`src/hdl/pmdc_pkg.sv`:
```
// Package for the power mode and domain controller.
// Assumes one 20 MHz clock and an AHB-Lite slave port.
package pmdc_pkg;
   // ----------------------------------------
   // Register offsets (byte addresses)
   // ----------------------------------------
   localparam logic [7:0] REG_MODE = 8'h00;
   localparam logic [7:0] REG_CFG = 8'h04;
   localparam logic [7:0] REG_STATUS = 8'h08;
   localparam logic [7:0] REG_WAKE_EN = 8'h0C;
   localparam logic [7:0] REG_RF_PERIOD = 8'h10;
   localparam logic [7:0] REG_LP_PERIOD = 8'h14;
   // ----------------------------------------
   // Mode codes and field positions
   // ----------------------------------------
   localparam logic [1:0] MODE_ACTIVE = 2'h0;
   localparam logic [1:0] MODE_MODEM = 2'h1;
   localparam logic [1:0] MODE_LIGHT = 2'h2;
   localparam logic [1:0] MODE_DEEP = 2'h3;
   localparam int CFG_CPU_KEEP_BIT = 0;
   localparam int CFG_WIRELESS_KEEP_BIT = 1;
   localparam int CFG_SLOW_CPU_BIT = 2;
   localparam int CFG_PERIPH_OFF_LSB = 4;
   localparam int PERIPH_GROUPS = 4;
   localparam int WAKE_MODEM_BIT = 0;
   localparam int WAKE_RTC_BIT = 1;
   localparam int WAKE_EXT_BIT = 2;
   // ----------------------------------------
   // Reset values and timing
   // ----------------------------------------
   localparam logic [7:0] CFG_RESET = 8'h00;
   localparam logic [2:0] WAKE_EN_RESET = 3'h7;
   localparam logic [15:0] RF_PERIOD_RESET = 16'h03E8;
   localparam logic [15:0] LP_PERIOD_RESET = 16'h07D0;
   localparam int CLK_PERIOD_NS = 50;
   localparam int SETTLE_TIME_NS = 1000;
   localparam int SETTLE_CYCLES = (SETTLE_TIME_NS + CLK_PERIOD_NS - 1) / CLK_PERIOD_NS;
   localparam int RF_ON_TIME_NS = 500;
   localparam int RF_ON_CYCLES = (RF_ON_TIME_NS + CLK_PERIOD_NS - 1) / CLK_PERIOD_NS;

   typedef enum {ST_ACTIVE, ST_MODEM, ST_LIGHT, ST_SAVE, ST_DEEP, ST_WAKE} pmdc_state_type;

   // Domain and clock enables
   typedef struct packed {
      logic cpu_power;
      logic cpu_run;
      logic cpu_slow;
      logic main_digital;
      logic [PERIPH_GROUPS-1:0] periph_power;
      logic wireless_digital;
      logic rf;
      logic fast_rc_oscillator_clock;
      logic crystal_reference_clock;
      logic pll;
      logic lp_periph_tick;
      logic save_req;
   } pmdc_dom_type;

   // AHB-Lite request
   typedef struct packed {
      logic hsel;
      logic [31:0] haddr;
      logic [1:0] htrans;
      logic hwrite;
      logic [2:0] hsize;
      logic hready;
   } pmdc_ahb_type;

   // Whole module state
   typedef struct packed {
      pmdc_state_type state;
      logic [1:0] req_mode;
      logic [7:0] cfg;
      logic [2:0] wake_en;
      logic [15:0] rf_period;
      logic [15:0] lp_period;
      logic [15:0] rf_cnt;
      logic [15:0] lp_cnt;
      logic [7:0] rf_on_cnt;
      logic [7:0] settle_cnt;
      logic mode_go;
      logic [2:0] wake_seen;
      logic dph_valid;
      logic dph_write;
      logic [7:0] dph_addr;
      logic [31:0] rdata;
      pmdc_dom_type dom;
   } pmdc_state_all_type;
endpackage

```
`src/hdl/pmdc_ctrl.sv`:
```
// Power mode controller: maps four modes onto domain and clock enables.
// Assumes AHB-Lite single word transfers and an always-on clock.
// How it works
// - A write to the mode register in Active or Modem-sleep selects one of four fixed modes, each a preset set of domain enables.
// - Active mode turns on the processor, radio and every peripheral domain.
// - Modem-sleep keeps the processor powered and running, optionally at a reduced clock.
// - With wireless logic on and radio off in a sleep mode, the radio is pulsed on periodically.
// - Light-sleep halts the processor, and a config bit chooses whether it stays powered.
// - Light-sleep issues periodic timer ticks to the low-power peripherals.
// - Any enabled wake source (modem, timer, external) ends Light-sleep.
// - Light-sleep powers off the peripheral groups selected in configuration.
// - Deep-sleep removes main digital, processor, peripherals and wireless power.
// - Before Deep-sleep, a save request holds connection state into low-power memory until it is done.
// - Light and Deep-sleep stop the fast RC, crystal, PLL, radio and wireless logic; Modem-sleep keeps clocks.
//
// Decided for this implementation: register access over AHB-Lite and the register offsets.
`timescale 1ns/1ps
module pmdc_ctrl
(
   input wire logic clk,
   input wire logic sys_rst,
   input wire logic clk_en,
   input wire pmdc_pkg::pmdc_ahb_type ahb_req,
   input wire logic [31:0] hwdata,
   output logic [31:0] hrdata,
   output logic hreadyout,
   output logic hresp,
   input wire logic wake_modem,
   input wire logic wake_rtc,
   input wire logic wake_ext,
   input wire logic save_done,
   output pmdc_pkg::pmdc_dom_type dom
);
   pmdc_pkg::pmdc_state_all_type s_q;
   pmdc_pkg::pmdc_state_all_type s_d;
   logic [2:0] wake_hit;
   logic addr_take;

   // ----------------------------------------
   // Bus outputs
   // ----------------------------------------
   assign hreadyout = 1'b1;
   assign hresp = 1'b0;
   assign hrdata = s_q.rdata;
   assign dom = s_q.dom;
   assign addr_take = ahb_req.hsel && ahb_req.hready && ahb_req.htrans[1];
   // Enabled wake sources
   assign wake_hit = {wake_ext, wake_rtc, wake_modem} & s_q.wake_en;

   // Domain preset per state
   function automatic pmdc_pkg::pmdc_dom_type preset(input pmdc_pkg::pmdc_state_type st,
      input logic [7:0] cfg);
      pmdc_pkg::pmdc_dom_type d;
      d = '0;
      case (st)
         pmdc_pkg::ST_ACTIVE:
         begin
            d.cpu_power = 1'b1;
            d.cpu_run = 1'b1;
            d.main_digital = 1'b1;
            d.periph_power = '1;
            d.wireless_digital = 1'b1;
            d.rf = 1'b1;
            d.fast_rc_oscillator_clock = 1'b1;
            d.crystal_reference_clock = 1'b1;
            d.pll = 1'b1;
         end
         pmdc_pkg::ST_MODEM:
         begin
            d.cpu_power = 1'b1;
            d.cpu_run = 1'b1;
            d.cpu_slow = cfg[pmdc_pkg::CFG_SLOW_CPU_BIT];
            d.main_digital = 1'b1;
            d.periph_power = '1;
            d.wireless_digital = 1'b1;
            d.fast_rc_oscillator_clock = 1'b1;
            d.crystal_reference_clock = 1'b1;
            d.pll = 1'b1;
         end
         pmdc_pkg::ST_LIGHT:
         begin
            d.cpu_power = cfg[pmdc_pkg::CFG_CPU_KEEP_BIT];
            d.main_digital = 1'b1;
            d.periph_power = ~cfg[pmdc_pkg::CFG_PERIPH_OFF_LSB +: pmdc_pkg::PERIPH_GROUPS];
            d.wireless_digital = 1'b0;
         end
         pmdc_pkg::ST_WAKE:
         begin
            d.cpu_power = 1'b1;
            d.main_digital = 1'b1;
            d.periph_power = '1;
            d.wireless_digital = 1'b1;
            d.rf = 1'b1;
            d.fast_rc_oscillator_clock = 1'b1;
            d.crystal_reference_clock = 1'b1;
            d.pll = 1'b1;
         end
         pmdc_pkg::ST_SAVE:
         begin
            d.cpu_power = 1'b1;
            d.main_digital = 1'b1;
            d.periph_power = '1;
            d.wireless_digital = 1'b1;
            d.fast_rc_oscillator_clock = 1'b1;
            d.crystal_reference_clock = 1'b1;
            d.pll = 1'b1;
            d.save_req = 1'b1;
         end
         pmdc_pkg::ST_DEEP:
         begin
            d = '0;
         end
         default:
         begin
            d = '0;
         end
      endcase
      return d;
   endfunction

   // ----------------------------------------
   // Next state
   // ----------------------------------------
   always_comb
   begin
      s_d = s_q;
      s_d.mode_go = 1'b0;
      s_d.wake_seen = wake_hit;
      // Bus data phase
      if (s_q.dph_valid && s_q.dph_write)
      begin
         case (s_q.dph_addr)
            pmdc_pkg::REG_MODE:
            begin
               s_d.req_mode = hwdata[1:0];
               s_d.mode_go = 1'b1;
            end
            pmdc_pkg::REG_CFG: s_d.cfg = hwdata[7:0];
            pmdc_pkg::REG_WAKE_EN: s_d.wake_en = hwdata[2:0];
            pmdc_pkg::REG_RF_PERIOD: s_d.rf_period = hwdata[15:0];
            pmdc_pkg::REG_LP_PERIOD: s_d.lp_period = hwdata[15:0];
            default: s_d.req_mode = s_q.req_mode;
         endcase
      end
      // Address phase capture and read data
      s_d.dph_valid = addr_take;
      s_d.dph_write = ahb_req.hwrite;
      s_d.dph_addr = ahb_req.haddr[7:0];
      if (addr_take && !ahb_req.hwrite)
      begin
         case (ahb_req.haddr[7:0])
            pmdc_pkg::REG_MODE: s_d.rdata = {30'h0000_0000, s_q.req_mode};
            pmdc_pkg::REG_CFG: s_d.rdata = {24'h00_0000, s_q.cfg};
            pmdc_pkg::REG_STATUS: s_d.rdata = {13'h0000, s_q.wake_seen, 4'h0, 12'(s_q.dom)};
            pmdc_pkg::REG_WAKE_EN: s_d.rdata = {29'h0000_0000, s_q.wake_en};
            pmdc_pkg::REG_RF_PERIOD: s_d.rdata = {16'h0000, s_q.rf_period};
            pmdc_pkg::REG_LP_PERIOD: s_d.rdata = {16'h0000, s_q.lp_period};
            default: s_d.rdata = 32'h0000_0000;
         endcase
      end
      // Mode state machine
      case (s_q.state)
         pmdc_pkg::ST_ACTIVE, pmdc_pkg::ST_MODEM:
         begin
            if (s_q.mode_go)
            begin
               case (s_q.req_mode)
                  pmdc_pkg::MODE_MODEM: s_d.state = pmdc_pkg::ST_MODEM;
                  pmdc_pkg::MODE_LIGHT: s_d.state = pmdc_pkg::ST_LIGHT;
                  pmdc_pkg::MODE_DEEP: s_d.state = pmdc_pkg::ST_SAVE;
                  default: s_d.state = pmdc_pkg::ST_ACTIVE;
               endcase
            end
         end
         pmdc_pkg::ST_LIGHT, pmdc_pkg::ST_DEEP:
         begin
            if (|wake_hit)
            begin
               s_d.state = pmdc_pkg::ST_WAKE;
               s_d.settle_cnt = 8'(pmdc_pkg::SETTLE_CYCLES);
               s_d.req_mode = pmdc_pkg::MODE_ACTIVE;
            end
         end
         pmdc_pkg::ST_SAVE:
         begin
            if (save_done)
            begin
               s_d.state = pmdc_pkg::ST_DEEP;
            end
         end
         pmdc_pkg::ST_WAKE:
         begin
            if (s_q.settle_cnt == 8'h00)
            begin
               s_d.state = pmdc_pkg::ST_ACTIVE;
            end
            else
            begin
               s_d.settle_cnt = s_q.settle_cnt - 8'h01;
            end
         end
         default: s_d.state = pmdc_pkg::ST_ACTIVE;
      endcase
      s_d.dom = preset(s_d.state, s_d.cfg);
      // Periodic radio keep-alive while wireless logic is powered outside Active
      if (s_d.dom.wireless_digital && (s_d.state != pmdc_pkg::ST_ACTIVE))
      begin
         if (s_q.rf_on_cnt != 8'h00)
         begin
            s_d.rf_on_cnt = s_q.rf_on_cnt - 8'h01;
            s_d.dom.rf = 1'b1;
         end
         else if (s_q.rf_cnt >= s_q.rf_period)
         begin
            s_d.rf_cnt = 16'h0000;
            s_d.rf_on_cnt = 8'(pmdc_pkg::RF_ON_CYCLES);
            s_d.dom.rf = 1'b1;
         end
         else
         begin
            s_d.rf_cnt = s_q.rf_cnt + 16'h0001;
         end
      end
      else
      begin
         s_d.rf_cnt = 16'h0000;
         s_d.rf_on_cnt = 8'h00;
      end
      // Low-power peripheral tick in Light-sleep
      if (s_d.state == pmdc_pkg::ST_LIGHT)
      begin
         if (s_q.lp_cnt >= s_q.lp_period)
         begin
            s_d.lp_cnt = 16'h0000;
            s_d.dom.lp_periph_tick = 1'b1;
         end
         else
         begin
            s_d.lp_cnt = s_q.lp_cnt + 16'h0001;
         end
      end
      else
      begin
         s_d.lp_cnt = 16'h0000;
      end
   end

   // ----------------------------------------
   // State register
   // ----------------------------------------
   always_ff @(posedge clk)
   begin
      if (sys_rst)
      begin
         s_q <= '0;
         s_q.state <= pmdc_pkg::ST_ACTIVE;
         s_q.cfg <= pmdc_pkg::CFG_RESET;
         s_q.wake_en <= pmdc_pkg::WAKE_EN_RESET;
         s_q.rf_period <= pmdc_pkg::RF_PERIOD_RESET;
         s_q.lp_period <= pmdc_pkg::LP_PERIOD_RESET;
         s_q.dom <= preset(pmdc_pkg::ST_ACTIVE, pmdc_pkg::CFG_RESET); // Active domains from reset
      end
      else if (clk_en)
      begin
         s_q <= s_d;
      end
   end
endmodule

```
`config.mk`:
```
export PLATFORM = sky130hd
export DESIGN_NAME = pmdc_ctrl
export DESIGN_NICKNAME = d
export VERILOG_FILES = /design/src/hdl/pmdc_pkg.sv /design/src/hdl/pmdc_ctrl.sv
export SDC_FILE = /design/constraint.sdc
export NUM_CORES = 1
export LEC_CHECK = 0
export BUFFER_PORTS_ARGS = -buffer_cell sky130_fd_sc_hd__buf_2
export CORE_ASPECT_RATIO = 1.1
export CORE_UTILIZATION = 55
export DETAILED_ROUTE_END_ITERATION = 6
export GPL_TIMING_DRIVEN = 0
export PLACE_DENSITY = 0.78
export SLEW_MARGIN = 10
export SYNTH_ARGS = -nofsm -noshare
export SYNTH_HDL_FRONTEND = slang
export SYNTH_SLANG_ARGS = --single-unit
```
`constraint.sdc`:
```
create_clock -name clk -period 3.49 [get_ports clk]
set_input_delay 0.349 -clock clk [delete_from_list [all_inputs] [get_ports clk]]
set_output_delay 0.349 -clock clk [all_outputs]
set_load 0.005 [all_outputs]
```
* Yosys cells after proc, flatten, opt, wreduce, memory -nomap -nowiden
Cells that the tools add are included.
** Cells by class
- $add $sub $neg :: 4
- Order comparisons :: 2
- Equal/unequal tests :: 26
- Muxes and demuxes :: 39
- Bitwise logic cells :: 2
- Reductions and logical operators :: 28
** Operator list (count)
- == test 32 x 2 -> 1 bit, second input constant :: 4
- == test 32 x 3 -> 1 bit, second input constant :: 4
- one-hot mux 32 bit (4 select lines) :: 1
- one-hot mux 19 bit (6 select lines) :: 1
- 2-to-1 mux 16 bit :: 7
- 2-to-1 mux 32 bit :: 3
- == test 32 x 1 -> 1 bit, second input constant :: 2
- zero test 32 bit :: 2
- 2-to-1 mux 8 bit :: 6
- 2-to-1 mux 45 bit :: 1
- 2-to-1 mux 34 bit :: 1
- adder 16 x 1 -> 16 bit, second input constant :: 2
- == test 8 x 5 -> 1 bit, second input constant :: 4
- >= comparator 16 bit :: 2
- nonzero test 32 bit :: 1
- == test 8 x 4 -> 1 bit, second input constant :: 3
- zero test 8 bit :: 3
- == test 8 x 3 -> 1 bit, second input constant :: 2
- one-hot mux 8 bit (2 select lines) :: 1
- subtractor 8 x 1 -> 8 bit, second input constant :: 2
- one-hot mux 6 bit (2 select lines) :: 1
- AND reduction 3 bit :: 4
- 2-to-1 mux 1 bit :: 11
- nonzero test 8 bit :: 1
- other kinds (18) :: 32
** Storage, ports and cells
- Register bits :: 186
- Input port bits :: 79
- Output and inout port bits :: 49
- Logic and storage cells :: 130

* Depth between registers and ports, before layout
Gate-level depths: netlist of the first run.
- Word-level depth :: 11
- Gate-level depth with buffers :: 10
- Gate-level depth less buffers :: 9

* Worst setup path before layout of the first run
Ideal clock, no wire load.
- Path kind :: register to register
- Start point :: register s_q[127] in the netlist's numbering
- End point :: register s_q[104] in the netlist's numbering
- Arrival time :: 2.490 ns
- Setup slack :: 0.916 ns
- Stages on the path, launching flop included :: 11
- Path buffers :: 1
- Cell sequence :: dfxtp_1 inv_1 ha_1 or3_1 a21oi_1 a2111oi_0 o31a_1 or4b_1 or2_0 buf_6 o31ai_2
** On the way
- Longest elaborated chain between the ends :: 4
** RTL lines
- from (decl) :: line pmdc_ctrl.sv:34 : pmdc_pkg::pmdc_state_all_type s_q;
- >= comparator 16 bit :: line pmdc_ctrl.sv:213 : else if (s_q.rf_cnt >= s_q.rf_period)
- 2-to-1 mux 16 bit :: line pmdc_ctrl.sv:213
- 2-to-1 mux 16 bit :: line pmdc_ctrl.sv:208 : if (s_q.rf_on_cnt != 8'h00)
- 2-to-1 mux 16 bit :: line pmdc_ctrl.sv:206 : if (s_d.dom.wireless_digital && (s_d.state != pmdc_pkg::ST_ACTIVE))
No other way between the ends. The select of a mux whose other input is x is not followed.
A chain may end at the register's enable or synchronous reset.

* Worst setup path in the final report of the first run
- Start point :: register s_q[141] in the netlist's numbering
- End point :: register, netlist name dom[6]
** On the way
- Longest elaborated chain between the ends :: 7
- Elaborated cells on any way between the ends :: 11
- Classes of those cells :: 4 x eq/ne; 3 x mux; 1 x bitwise; 3 x reduce/logical
** RTL lines
- AND 3 bit (*) :: line pmdc_ctrl.sv:48 : assign wake_hit = {wake_ext, wake_rtc, wake_modem} & s_q.wake_en;
- OR reduction 3 bit (*) :: line pmdc_ctrl.sv:177 : if (|wake_hit)
- 2-to-1 mux 34 bit (*) :: line pmdc_ctrl.sv:177
- one-hot mux 32 bit (4 select lines) (*) :: line pmdc_ctrl.sv:162 : case (s_q.state)
- == test 32 x 2 -> 1 bit, or another cell as far along :: line pmdc_ctrl.sv:55 : case (st)
- OR reduction 4 bit (no line)
- one-hot mux 6 bit (2 select lines) (*) :: line pmdc_ctrl.sv:55
Mark *: on every way between the ends. The rest lies on a longest branch, timed or not.

==> results of run 1 <==
## cells in the final DEF (no fill, tap or decap), types with 16 or more instances in the layout
master       n
dfxtp_1    171
clkbuf_16   17
o21ai_0     35
buf_2       70
a21oi_1     61
nor4_1      16
nor2_1      72
buf_4       51
inv_1       44
nand2_1    134
clkbuf_1    36
mux2i_1     36
ha_1        37
and2_1      37
nand3_1     38
## final cells by class
| type | instances | area (um2) |
|---|---|---|
| timing repair buffer | 67 | 335 |
| clock inverter | 13 | 180 |
| buffer | 95 | 559 |
| fill | 1217 | 5020 |
| sequential | 171 | 3420 |
| tap | 192 | 240 |
| multi-input combinational | 683 | 4260 |
| inverter | 44 | 165 |
| clock buffer | 18 | 429 |
## routing by layer
metal / track usage / up-vias
li1: - / 3556
met1: 0.339 / 3429
met2: 0.461 / 239
met3: 0.0586 / 47
met4: 0.133 / 0
met5: 0 / -
## critical path, cell delays in order (launching register included)
cell       delay [ns]
dfxtp_1          0.34
a222oi_1         0.63
mux2i_1          0.13
a2111oi_0        0.53
and2_1           0.29
nor3_1           0.13
nor3b_2          0.60
o21ai_0          0.18
## sequential cells by signal, summed over array words and instances, names as in the netlist
| register | flops |
|---|---|
| dom | 13 |
| s_q | 139 |
| hrdata | 19 |
## worst paths after layout
kind / end / slack [ns] / from
max: dom[6] / 0.49 / s_q[141]
max reg2reg: dom[6] / 0.49 / s_q[141]
min: s_q[54] / 0.16 / ahb_req[14]
min reg2reg: hrdata[18] / 0.45 / hrdata[18]
## through the flow
step	total power [mW]	area, um2	utilization
after detailed placement	2.21	8980	0.615
final	4.16	9590	0.656
after CTS	4.17	9590	0.656
after global routing	4.27	9590	0.656
after floorplan	2.13	8410	-
after global placement	2.21	8980	0.615
## power breakdown
part           total (mW)  switching (mW)  internal, mW
registers            1.98          0.0122          1.97
logic               0.192           0.121        0.0715
clock network        1.99           0.841          1.15
## cell families (layout without fill, tap and decap cells)
kind of cell             count (synthesis)  count (layout)
XOR/XNOR                                19              19
flip-flops                             171             171
AO/OA/AOI/OAI                          186             186
adder cells (fa/ha/maj)                 37              37
buffers and inverters                  139             237
AND/OR/NAND/NOR                        381             381
multiplexers                            45              45
other                                    2              15
==> qor.txt, run 1 <==
Final period util = 0.861
DRC = 0
Placed Instances = 1252
max-slew violations = 0
VDD IR max = 0.336 mV
Post-Syn Area = 8360 um2
port buffer count = 67
mux cell area share after synthesis = 0.0552
number of buffers added for setup after CTS = 0
Critical Path RT = 3.77 ns
DRT met1 WL = 8990 um
final hold violation count = 0
CP Max Fanout = 8
# nets final = 1195
Layout Area Growth over Synthesis = 14.8%
Worst Skew = 0.0113 ns
Post-CTS Resized = 0
root buf cell = clkbuf_16
post-DR wirelength/cell = 16.4 um
WP data arrival = 3.28 ns
Row Count = 46
critical path launch point type = register
1st-iter DRT viols = 511
global-route usage over all layers = 0.278
I/O pin count = 128
largest family of logic cells by synthesized area = simple AND/OR/NAND/NOR gates
first-pass iteration count of the detailed router = 5
Sink Count = 171
first-pass GRT wire length = 34500 um
Die ar. = 15700 um2
Die Wd = 120 um
flops & latches, synth = 171
WL met2 = 10100 um
TritonCTS clock tree = built
Synth Area in Adders = 0.0554
unrepaired setup endpoints after global routing = no
top_reg_cell synth = dfxtp_1
Leak Pwr = 4.03 nW
post-route ant nets = 0
Starting Density = 0.572
number of hold buffers added after cts = 0
clk buf depth = 2
Non-Filler Instances = 1283
pin count of the biggest net entering global routing = 17
number of diodes = 0
cells after synthesis = 980
vias per cell = 5.67
max-cap viol count = 0
sequential fraction of the synthesis area = 0.409
Relative slew margins = 0.437
Reg clk slew, reported paths = 0.07 ns
Synth area leaders = dfxtp_1 41%, nand2_1 6.0%, ha_1 5.5%
via count = 7271
XOR/XNOR Fraction of Synth Area = 0.0199
Hold Path Cell Cnt = 3
die height = 131 um
yosys warns = 0
Pwr Density = 433 nW/um2
Post-synth top cells = 171 x dfxtp_1, 134 x nand2_1, 72 x nor2_1, 61 x a21oi_1, 51 x buf_4
Setup CP Type = reg2reg
ys async rst share = 0
post-synthesis simple-gate area fraction = 0.224
Final Setup Violations = 0
core area = 14600 um2
clk_lat worst skew = 0.43 ns
Num CTS Buffers = 17
WHS = 0.159 ns
EDFF count, synth = 0
worst min path class = in2reg
area leader, netlist = dfxtp_1
Compound-Gate Fraction of Synth Area = 0.148
Routed met3 length = 1290 um
achievable clock frequency = 0.333 GHz
pre-CTS WS = 0.487 ns
count leader, synth = dfxtp_1
GPL Wtd Cong = 0.914
HPWL Detailed = 15600 um
final setup TNS = 0 ns
Yosys cell types = 65
Avg Cell Area, Syn = 8.53 um2
initial antenna violation count = 0
min Tclk post-route = 3.00 ns
vias in the first global route = 6967
total wire length = 21100 um
max layer used = met4
H-tree depth = 4
Worst Tran Pin Value = 0.837 ns
layout cells sized above 1 = 0.164
Synth top area share = 0.409
status = finished, final reports clean
Worst R2R Path Depth = 7
post-route setup slack = 0.486 ns
global route overflow = 0
Setup crit end kind = register
Power figures use the tool's default switching activity.
==> run 2, diff against run 1 <==
- ABC_AREA: unset -> 1
- ABC_CLOCK_PERIOD_IN_PS: unset -> 3490
- BUFFER_PORTS_ARGS: -buffer_cell sky130_fd_sc_hd__buf_2 -> unset
- DONT_BUFFER_PORTS: unset -> 1
- PLACE_DENSITY: 0.78 -> 0.7
==> qor.txt, run 2 <==
Sink Count = 171 (unchanged)
count leader, synth = nand2_1 (was dfxtp_1)
Row Count = 48 (was 46)
critical path cell sequence = inv_1, ha_1, nand2_1, inv_1, o21bai_1, nand2_1, a21oi_1, nand3_1, nor2_1, nand2_2, nand2_2, nand2_1, nand2_1, nor2_1 (was a222oi_1, mux2i_1, a2111oi_0, and2_1, nor3_1, nor3b_2, o21ai_0)
Die ar. = 16700 um2 (was 15700 um2)
Synth top area share = 0.383 (was 0.409)
I/O pin count = 128 (unchanged)
most frequent cells in the layout = 263 x nand2_1, 179 x nor2_1, 171 x dfxtp_1 (was 171 x dfxtp_1, 134 x nand2_1, 72 x nor2_1)
yosys warns = 0 (unchanged)
critical path launch point type = register (unchanged)
Power Internal = 3.37 mW (was 3.18 mW)
Reg-to-Reg End = s_q[71] (was dom[6])
hold path endpoint = s_q[53] (was s_q[54])
number of diodes = 0 (unchanged)
Total Power = 4.68 mW (was 4.16 mW)
sw power = 1.31 mW (was 974 uW)
initial antenna violation count = 0 (unchanged)
pin count of the biggest net entering global routing = 17 (unchanged)
DRC = 0 (unchanged)
Slowest cell on crit path = nor2_1 (was a222oi_1)
Sw Ratio = 0.280 (was 0.234)
Setup CP Type = reg2reg (unchanged)
Comb pwr share = 0.129 (was 0.046)
Avg Cell Area, Syn = 6.96 um2 (was 8.53 um2)
core area = 15800 um2 (was 14600 um2)
min Tclk post-route = 2.37 ns (was 3.00 ns)
Post-Syn Area = 8930 um2 (was 8360 um2)
max-slew violations = 0 (unchanged)
post-route ant nets = 0 (unchanged)
area leader, netlist = dfxtp_1 (unchanged)
ys async rst share = 0 (unchanged)
achievable clock frequency = 0.422 GHz (was 0.333 GHz)
Crit path buffers/inverters = 2 (was 0)
max layer used = met4 (unchanged)
max-cap viol count = 0 (unchanged)
# nets final = 1431 (was 1195)
DRT met1 WL = 10500 um (was 8990 um)
cells after synthesis = 1283 (was 980)
Worst R2R Path Depth = 14 (was 7)
CP Max Fanout = 10 (was 8)
VDD IR max = 0.360 mV (was 0.336 mV)
sequential fraction of the synthesis area = 0.383 (was 0.409)
Layout Area Growth over Synthesis = 10.2% (was 14.8%)
die height = 136 um (was 131 um)
post-DR wirelength/cell = 15.6 um (was 16.4 um)
cell family with most CP delay = simple AND/OR/NAND/NOR gates (was compound AO/OA/AOI/OAI gates)
Final Setup Violations = 0 (unchanged)
FF-to-FF Start = s_q[134] (was s_q[141])
Routed met3 length = 1550 um (was 1290 um)
Critical Path Max Stage Delay = 0.40 ns (was 0.63 ns)
Leak Pwr = 4.37 nW (was 4.03 nW)
layout cells sized above 1 = 0.0896 (was 0.164)
commonest non-fill, non-tap cell in the layout = nand2_1 (was dfxtp_1)
number of buffers added for setup after CTS = 0 (unchanged)
flop2flop setup slack = 1.12 ns (was 0.49 ns)
GPL Wtd Cong = 0.909 (was 0.914)
first-pass iteration count of the detailed router = 5 (unchanged)
final core utilization = 0.623 (was 0.656)
first-pass GRT wire length = 37600 um (was 34500 um)
via count = 8250 (was 7271)
Worst Skew = 0.0110 ns (was 0.0113 ns)
Hold Crit Start = ahb_req[13] (was ahb_req[14])
vias in the first global route = 7496 (was 6967)
root buf cell = clkbuf_16 (unchanged)
Relative slew margins = 0.482 (was 0.437)
global route overflow = 0 (unchanged)
clk_lat worst skew = 0.44 ns (was 0.43 ns)
Critical Path RT = 3.82 ns (was 3.77 ns)
Reg clk slew, reported paths = 0.07 ns (about the same)
Post-synth top cells = 263 x nand2_1, 179 x nor2_1, 171 x dfxtp_1, 132 x inv_1, 101 x a21oi_1 (was 171 x dfxtp_1, 134 x nand2_1, 72 x nor2_1, 61 x a21oi_1, 51 x buf_4)
Starting Density = 0.565 (was 0.572)
Synth area leaders = dfxtp_1 38%, nand2_1 11%, nor2_1 7.5% (was dfxtp_1 41%, nand2_1 6.0%, ha_1 5.5%)
worst min path class = in2reg (unchanged)
WP data arrival = 2.70 ns (was 3.28 ns)
vias per cell = 5.40 (was 5.67)
largest register by flop count = s_q (unchanged)
WL met2 = 11100 um (was 10100 um)
final hold violation count = 0 (unchanged)
port buffer count = 0 (was 67)
global-route usage over all layers = 0.295 (was 0.278)
Pwr Density = 476 nW/um2 (was 433 nW/um2)
EDFF count, synth = 0 (unchanged)
H-tree depth = 4 (unchanged)
most frequent CP cell = nand2_1
Final period util = 0.680 (was 0.861)
Worst Tran Pin Value = 0.778 ns (was 0.837 ns)
Setup crit end kind = register (unchanged)
flip-flop count of the largest register after layout = 139 (unchanged)
Hold Path Cell Cnt = 2 (was 3)
final setup TNS = 0 ns (unchanged)
unrepaired setup endpoints after global routing = no (unchanged)
clock network power share = 0.428 (was 0.478)
total wire length = 23800 um (was 21100 um)
Num CTS Buffers = 17 (unchanged)
Post-CTS Resized = 0 (unchanged)
number of hold buffers added after cts = 0 (unchanged)
HPWL Detailed = 17800 um (was 15600 um)
sequential share of power = 0.443 (was 0.476)
TritonCTS clock tree = built (unchanged)
Yosys cell types = 40 (was 65)
Die Wd = 123 um (was 120 um)
1st-iter DRT viols = 697 (was 511)
top_reg_cell synth = dfxtp_1 (unchanged)
flops & latches, synth = 171 (unchanged)
clk buf depth = 2 (unchanged)
status = finished, final reports clean (unchanged)
[run 2: cell count changes after synthesis, moves of 14 or more]
cell and change:
nand2_1 +129, nor2_1 +107, inv_1 +88, o21ai_0 +44, a21oi_1 +40, and2_1 -37
mux2i_1 -36, nand3_1 +25, nor3_1 +20, nand4_1 +15, nor2_2 +15, nor4_1 -15
a22oi_1 -14
[run 2: how the worst max path moves through the flow]
stage                  start      end  slack [ns]  cells past startpoint
floorplan           s_q[134]  s_q[73]        1.60                     14
global placement    s_q[134]  s_q[71]        1.14                     14
detailed placement  s_q[134]  s_q[71]        1.15                     14
CTS                 s_q[134]  s_q[74]        1.13                     14
global route        s_q[100]  s_q[76]        0.86                     12
finish              s_q[134]  s_q[71]        1.12                     14
[run 2: cells by family after synthesis]
kind of cell	after synthesis	synth area share
simple gates	586	0.275
buf+inv	238	0.126
compound gates	224	0.138
flops	171	0.383
fa+ha+maj	37	0.0519
xor+xnor	25	0.0245
other cells	2	0.000841
[run 2: worst reg2reg max path: stages (launching register included)]
cell and delay [ns]:
dfxtp_1 0.33, inv_1 0.09, ha_1 0.30, nand2_1 0.06
inv_1 0.03, o21bai_1 0.11, nand2_1 0.06, a21oi_1 0.14
nand3_1 0.24, nor2_1 0.40, nand2_2 0.14, nand2_2 0.19
nand2_1 0.08, nand2_1 0.06, nor2_1 0.05
[run 2: power groups by stage]
stage / Clock, mW / Sequential, mW / Combinational (mW)
after floorplan: 0 / 2.10 / 0.472
after global placement: 0 / 2.12 / 0.585
after detailed placement: 0 / 2.12 / 0.595
after CTS: 2.02 / 2.07 / 0.600
after global routing: 2.09 / 2.08 / 0.680
final: 2.00 / 2.07 / 0.604
[run 2: area by class of cell]
class,count,area [um2]
Clock buffer,18,429
Clock inverter,14,183
Sequential cell,171,3420
Inverter,136,510
Multi-Input combinational cell,887,4430
Tap cell,200,250
Fill cell,1510,5960
Buffer,102,613
[run 2: per-stage QoR]
| stage | hold WS [ns] | instance area (um2) | setup slack [ns] | std cells |
|---|---|---|---|---|
| floorplan | 0.419 | 8980 | 1.60 | 1296 |
| global placement | 0.426 | 9230 | 1.14 | 1496 |
| detailed placement | 0.429 | 9230 | 1.15 | 1496 |
| CTS | 0.0413 | 9840 | 1.13 | 1528 |
| global route | 0.0475 | 9840 | 0.860 | 1528 |
| finish | 0.0515 | 9840 | 1.12 | 1528 |
[run 2: metal layers]
layer,track usage,vias up
met1,0.375,3773
met4,0.118,0
met5,0.0125,-
met3,0.0640,45
met2,0.482,262
li1,-,4170
==> run 3, diff against run 2 <==
- ABC_CLOCK_PERIOD_IN_PS: 3490 -> 2100
- PLACE_DENSITY: 0.7 -> 0.73
- clock period: 3.49 -> 2.1 ns (I/O delays scaled with it)
==> qor.txt, run 3 (synthesis results as in run 2) <==
flop2flop setup slack = 0.08 ns (was 1.12 ns)
GPL Wtd Cong = 0.901 (was 0.909)
post-route setup slack = 0.0778 ns (was 1.12 ns)
max-slew violations = 0 (unchanged)
global route overflow = 0 (unchanged)
VDD IR max = 0.631 mV (was 0.360 mV)
global-route usage over all layers = 0.304 (was 0.295)
Worst Skew = 0.00855 ns (was 0.0110 ns)
root buf cell = clkbuf_16 (unchanged)
core area = 15800 um2 (unchanged)
achievable clock frequency = 0.495 GHz (was 0.422 GHz)
Slowest cell on crit path = dfxtp_1 (was nor2_1)
vias per cell = 5.46 (was 5.40)
min Tclk post-route = 2.02 ns (was 2.37 ns)
WP data arrival = 2.36 ns (was 2.70 ns)
GR Layer Usage met2 = 0.499 (was 0.482)
post-route ant nets = 0 (unchanged)
Crit path depth = 12 (was 14)
Die Wd = 123 um (unchanged)
Layout Area Growth over Synthesis = 15.6% (was 10.2%)
CP endpoint = s_q[75] (was s_q[71])
Worst Tran Pin Value = 0.770 ns (was 0.778 ns)
status = finished, final reports clean (unchanged)
Leak Pwr = 4.55 nW (was 4.37 nW)
clk_lat worst skew = 0.44 ns (about the same)
first-pass iteration count of the detailed router = 5 (unchanged)
worst min path class = in2reg (unchanged)
commonest non-fill, non-tap cell in the layout = nand2_1 (unchanged)
flip-flop count of the largest register after layout = 139 (unchanged)
max-cap viol count = 0 (unchanged)
M1 GR Usage = 0.397 (was 0.375)
Non-Filler Instances = 1570 (was 1528)
Relative slew margins = 0.486 (was 0.482)
first-pass GRT wire length = 38800 um (was 37600 um)
pre-CTS WS = -0.247 ns (was 1.15 ns)
Starting Density = 0.565 (unchanged)
Reg-to-Reg End = s_q[75] (was s_q[71])
Setup crit end kind = register (unchanged)
Critical Path RT = 2.44 ns (was 3.82 ns)
Sink Count = 171 (unchanged)
CP Max Fanout = 6 (was 10)
vias in the first global route = 7712 (was 7496)
port buffer count = 0 (unchanged)
Worst R2R Path Depth = 12 (was 14)
critical path launch point type = register (unchanged)
final core utilization = 0.653 (was 0.623)
most frequent cells in the layout = 259 x nand2_1, 170 x nor2_1, 168 x dfxtp_1 (was 263 x nand2_1, 179 x nor2_1, 171 x dfxtp_1)
H-tree depth = 4 (unchanged)
clk buf depth = 2 (unchanged)
layout cells sized above 1 = 0.122 (was 0.0896)
pin count of the biggest net entering global routing = 17 (unchanged)
TritonCTS clock tree = built (unchanged)
initial antenna violation count = 0 (unchanged)
Setup CP Type = reg2reg (unchanged)
Die ar. = 16700 um2 (unchanged)
crit path from = s_q[104] (was s_q[134])
number of diodes = 0 (unchanged)
met3 Use GR = 0.0492 (was 0.0640)
1st-iter DRT viols = 777 (was 697)
Crit path buffers/inverters = 0 (was 2)
final hold violation count = 0 (unchanged)
largest register by flop count = s_q (unchanged)
Final Setup Violations = 0 (unchanged)
most frequent CP cell = nand2_1 (unchanged)
via count = 8566 (was 8250)
unrepaired setup endpoints after global routing = yes (was no)
total wire length = 24900 um (was 23800 um)
Total Power = 7.61 mW (was 4.68 mW)
HPWL Detailed = 17700 um (was 17800 um)
DRC = 0 (unchanged)
final setup TNS = 0 ns (unchanged)
Placed Instances = 1496 (unchanged)
critical path cell sequence = ha_1, nand2_1, o21bai_1, nand2_1, a21oi_2, nand3_4, nor2_4, nand2_2, nand2_4, nand2_1, nand2_1, nor2_1 (was inv_1, ha_1, nand2_1, inv_1, o21bai_1, nand2_1, a21oi_1, nand3_1, nor2_1, nand2_2, nand2_2, nand2_1, nand2_1, nor2_1)
post-DR wirelength/cell = 15.9 um (was 15.6 um)
Pwr Density = 738 nW/um2 (was 476 nW/um2)
Critical Path Max Stage Delay = 0.44 ns (was 0.40 ns)
FF-to-FF Start = s_q[104] (was s_q[134])
Reg clk slew, reported paths = 0.07 ns (about the same)
I/O pin count = 128 (unchanged)
Row Count = 48 (unchanged)
Final period util = 0.963 (was 0.680)
gr busiest metal = met2 (unchanged)
Num CTS Buffers = 17 (unchanged)
# nets final = 1473 (was 1431)
die height = 136 um (unchanged)
cell family with most CP delay = simple AND/OR/NAND/NOR gates (unchanged)
## run 3: area by class of cell
class	count	area (um2)
Timing Repair Buffer	40	373
Clock inverter	13	109
Inverter	136	510
Sequential cell	171	3430
Clock buffer	19	433
Multi-Input combinational cell	889	4580
Buffer	102	637
Tap cell	200	250
Fill cell	1427	5480
## run 3: layer usage
metal	vias to the layer above	routed length (um)
li1	4249	-
met1	3959	10700
met2	309	11800
met3	49	1750
met4	0	683
met5	-	0
## run 3: power breakdown
part           total (mW)  internal, mW  switching [mW]
registers            3.45          3.34           0.106
logic                1.19         0.463           0.730
clock network        2.97          1.54            1.43
## run 3: per-stage QoR
stage                     cell area (um2)  hold slack (ns)
final                               10300          0.00217
after global routing                10300           0.0223
after CTS                           10100          0.00310
after detailed placement             9230            0.353
after global placement               9230            0.344
after floorplan                      8980            0.340
## run 3: what timing repair did
item,in CTS,in global routing
buffers inserted,1,10
gates resized for setup,11,40
hold buffers,29,0
hold endpoints to repair,49,0
endpoints found under the setup margin,29,60
pin swaps,1,5
gates cloned,0,2
## run 3: how the worst min path moves through the flow
stage,endpoint,cells past startpoint,from
detailed placement,s_q[130],2,hwdata[5]
CTS,s_q[110],2,hwdata[1]
finish,s_q[136],2,hwdata[11]
global route,s_q[121],2,hwdata[12]
floorplan,s_q[113],2,hwdata[4]
global placement,s_q[119],2,hwdata[10]
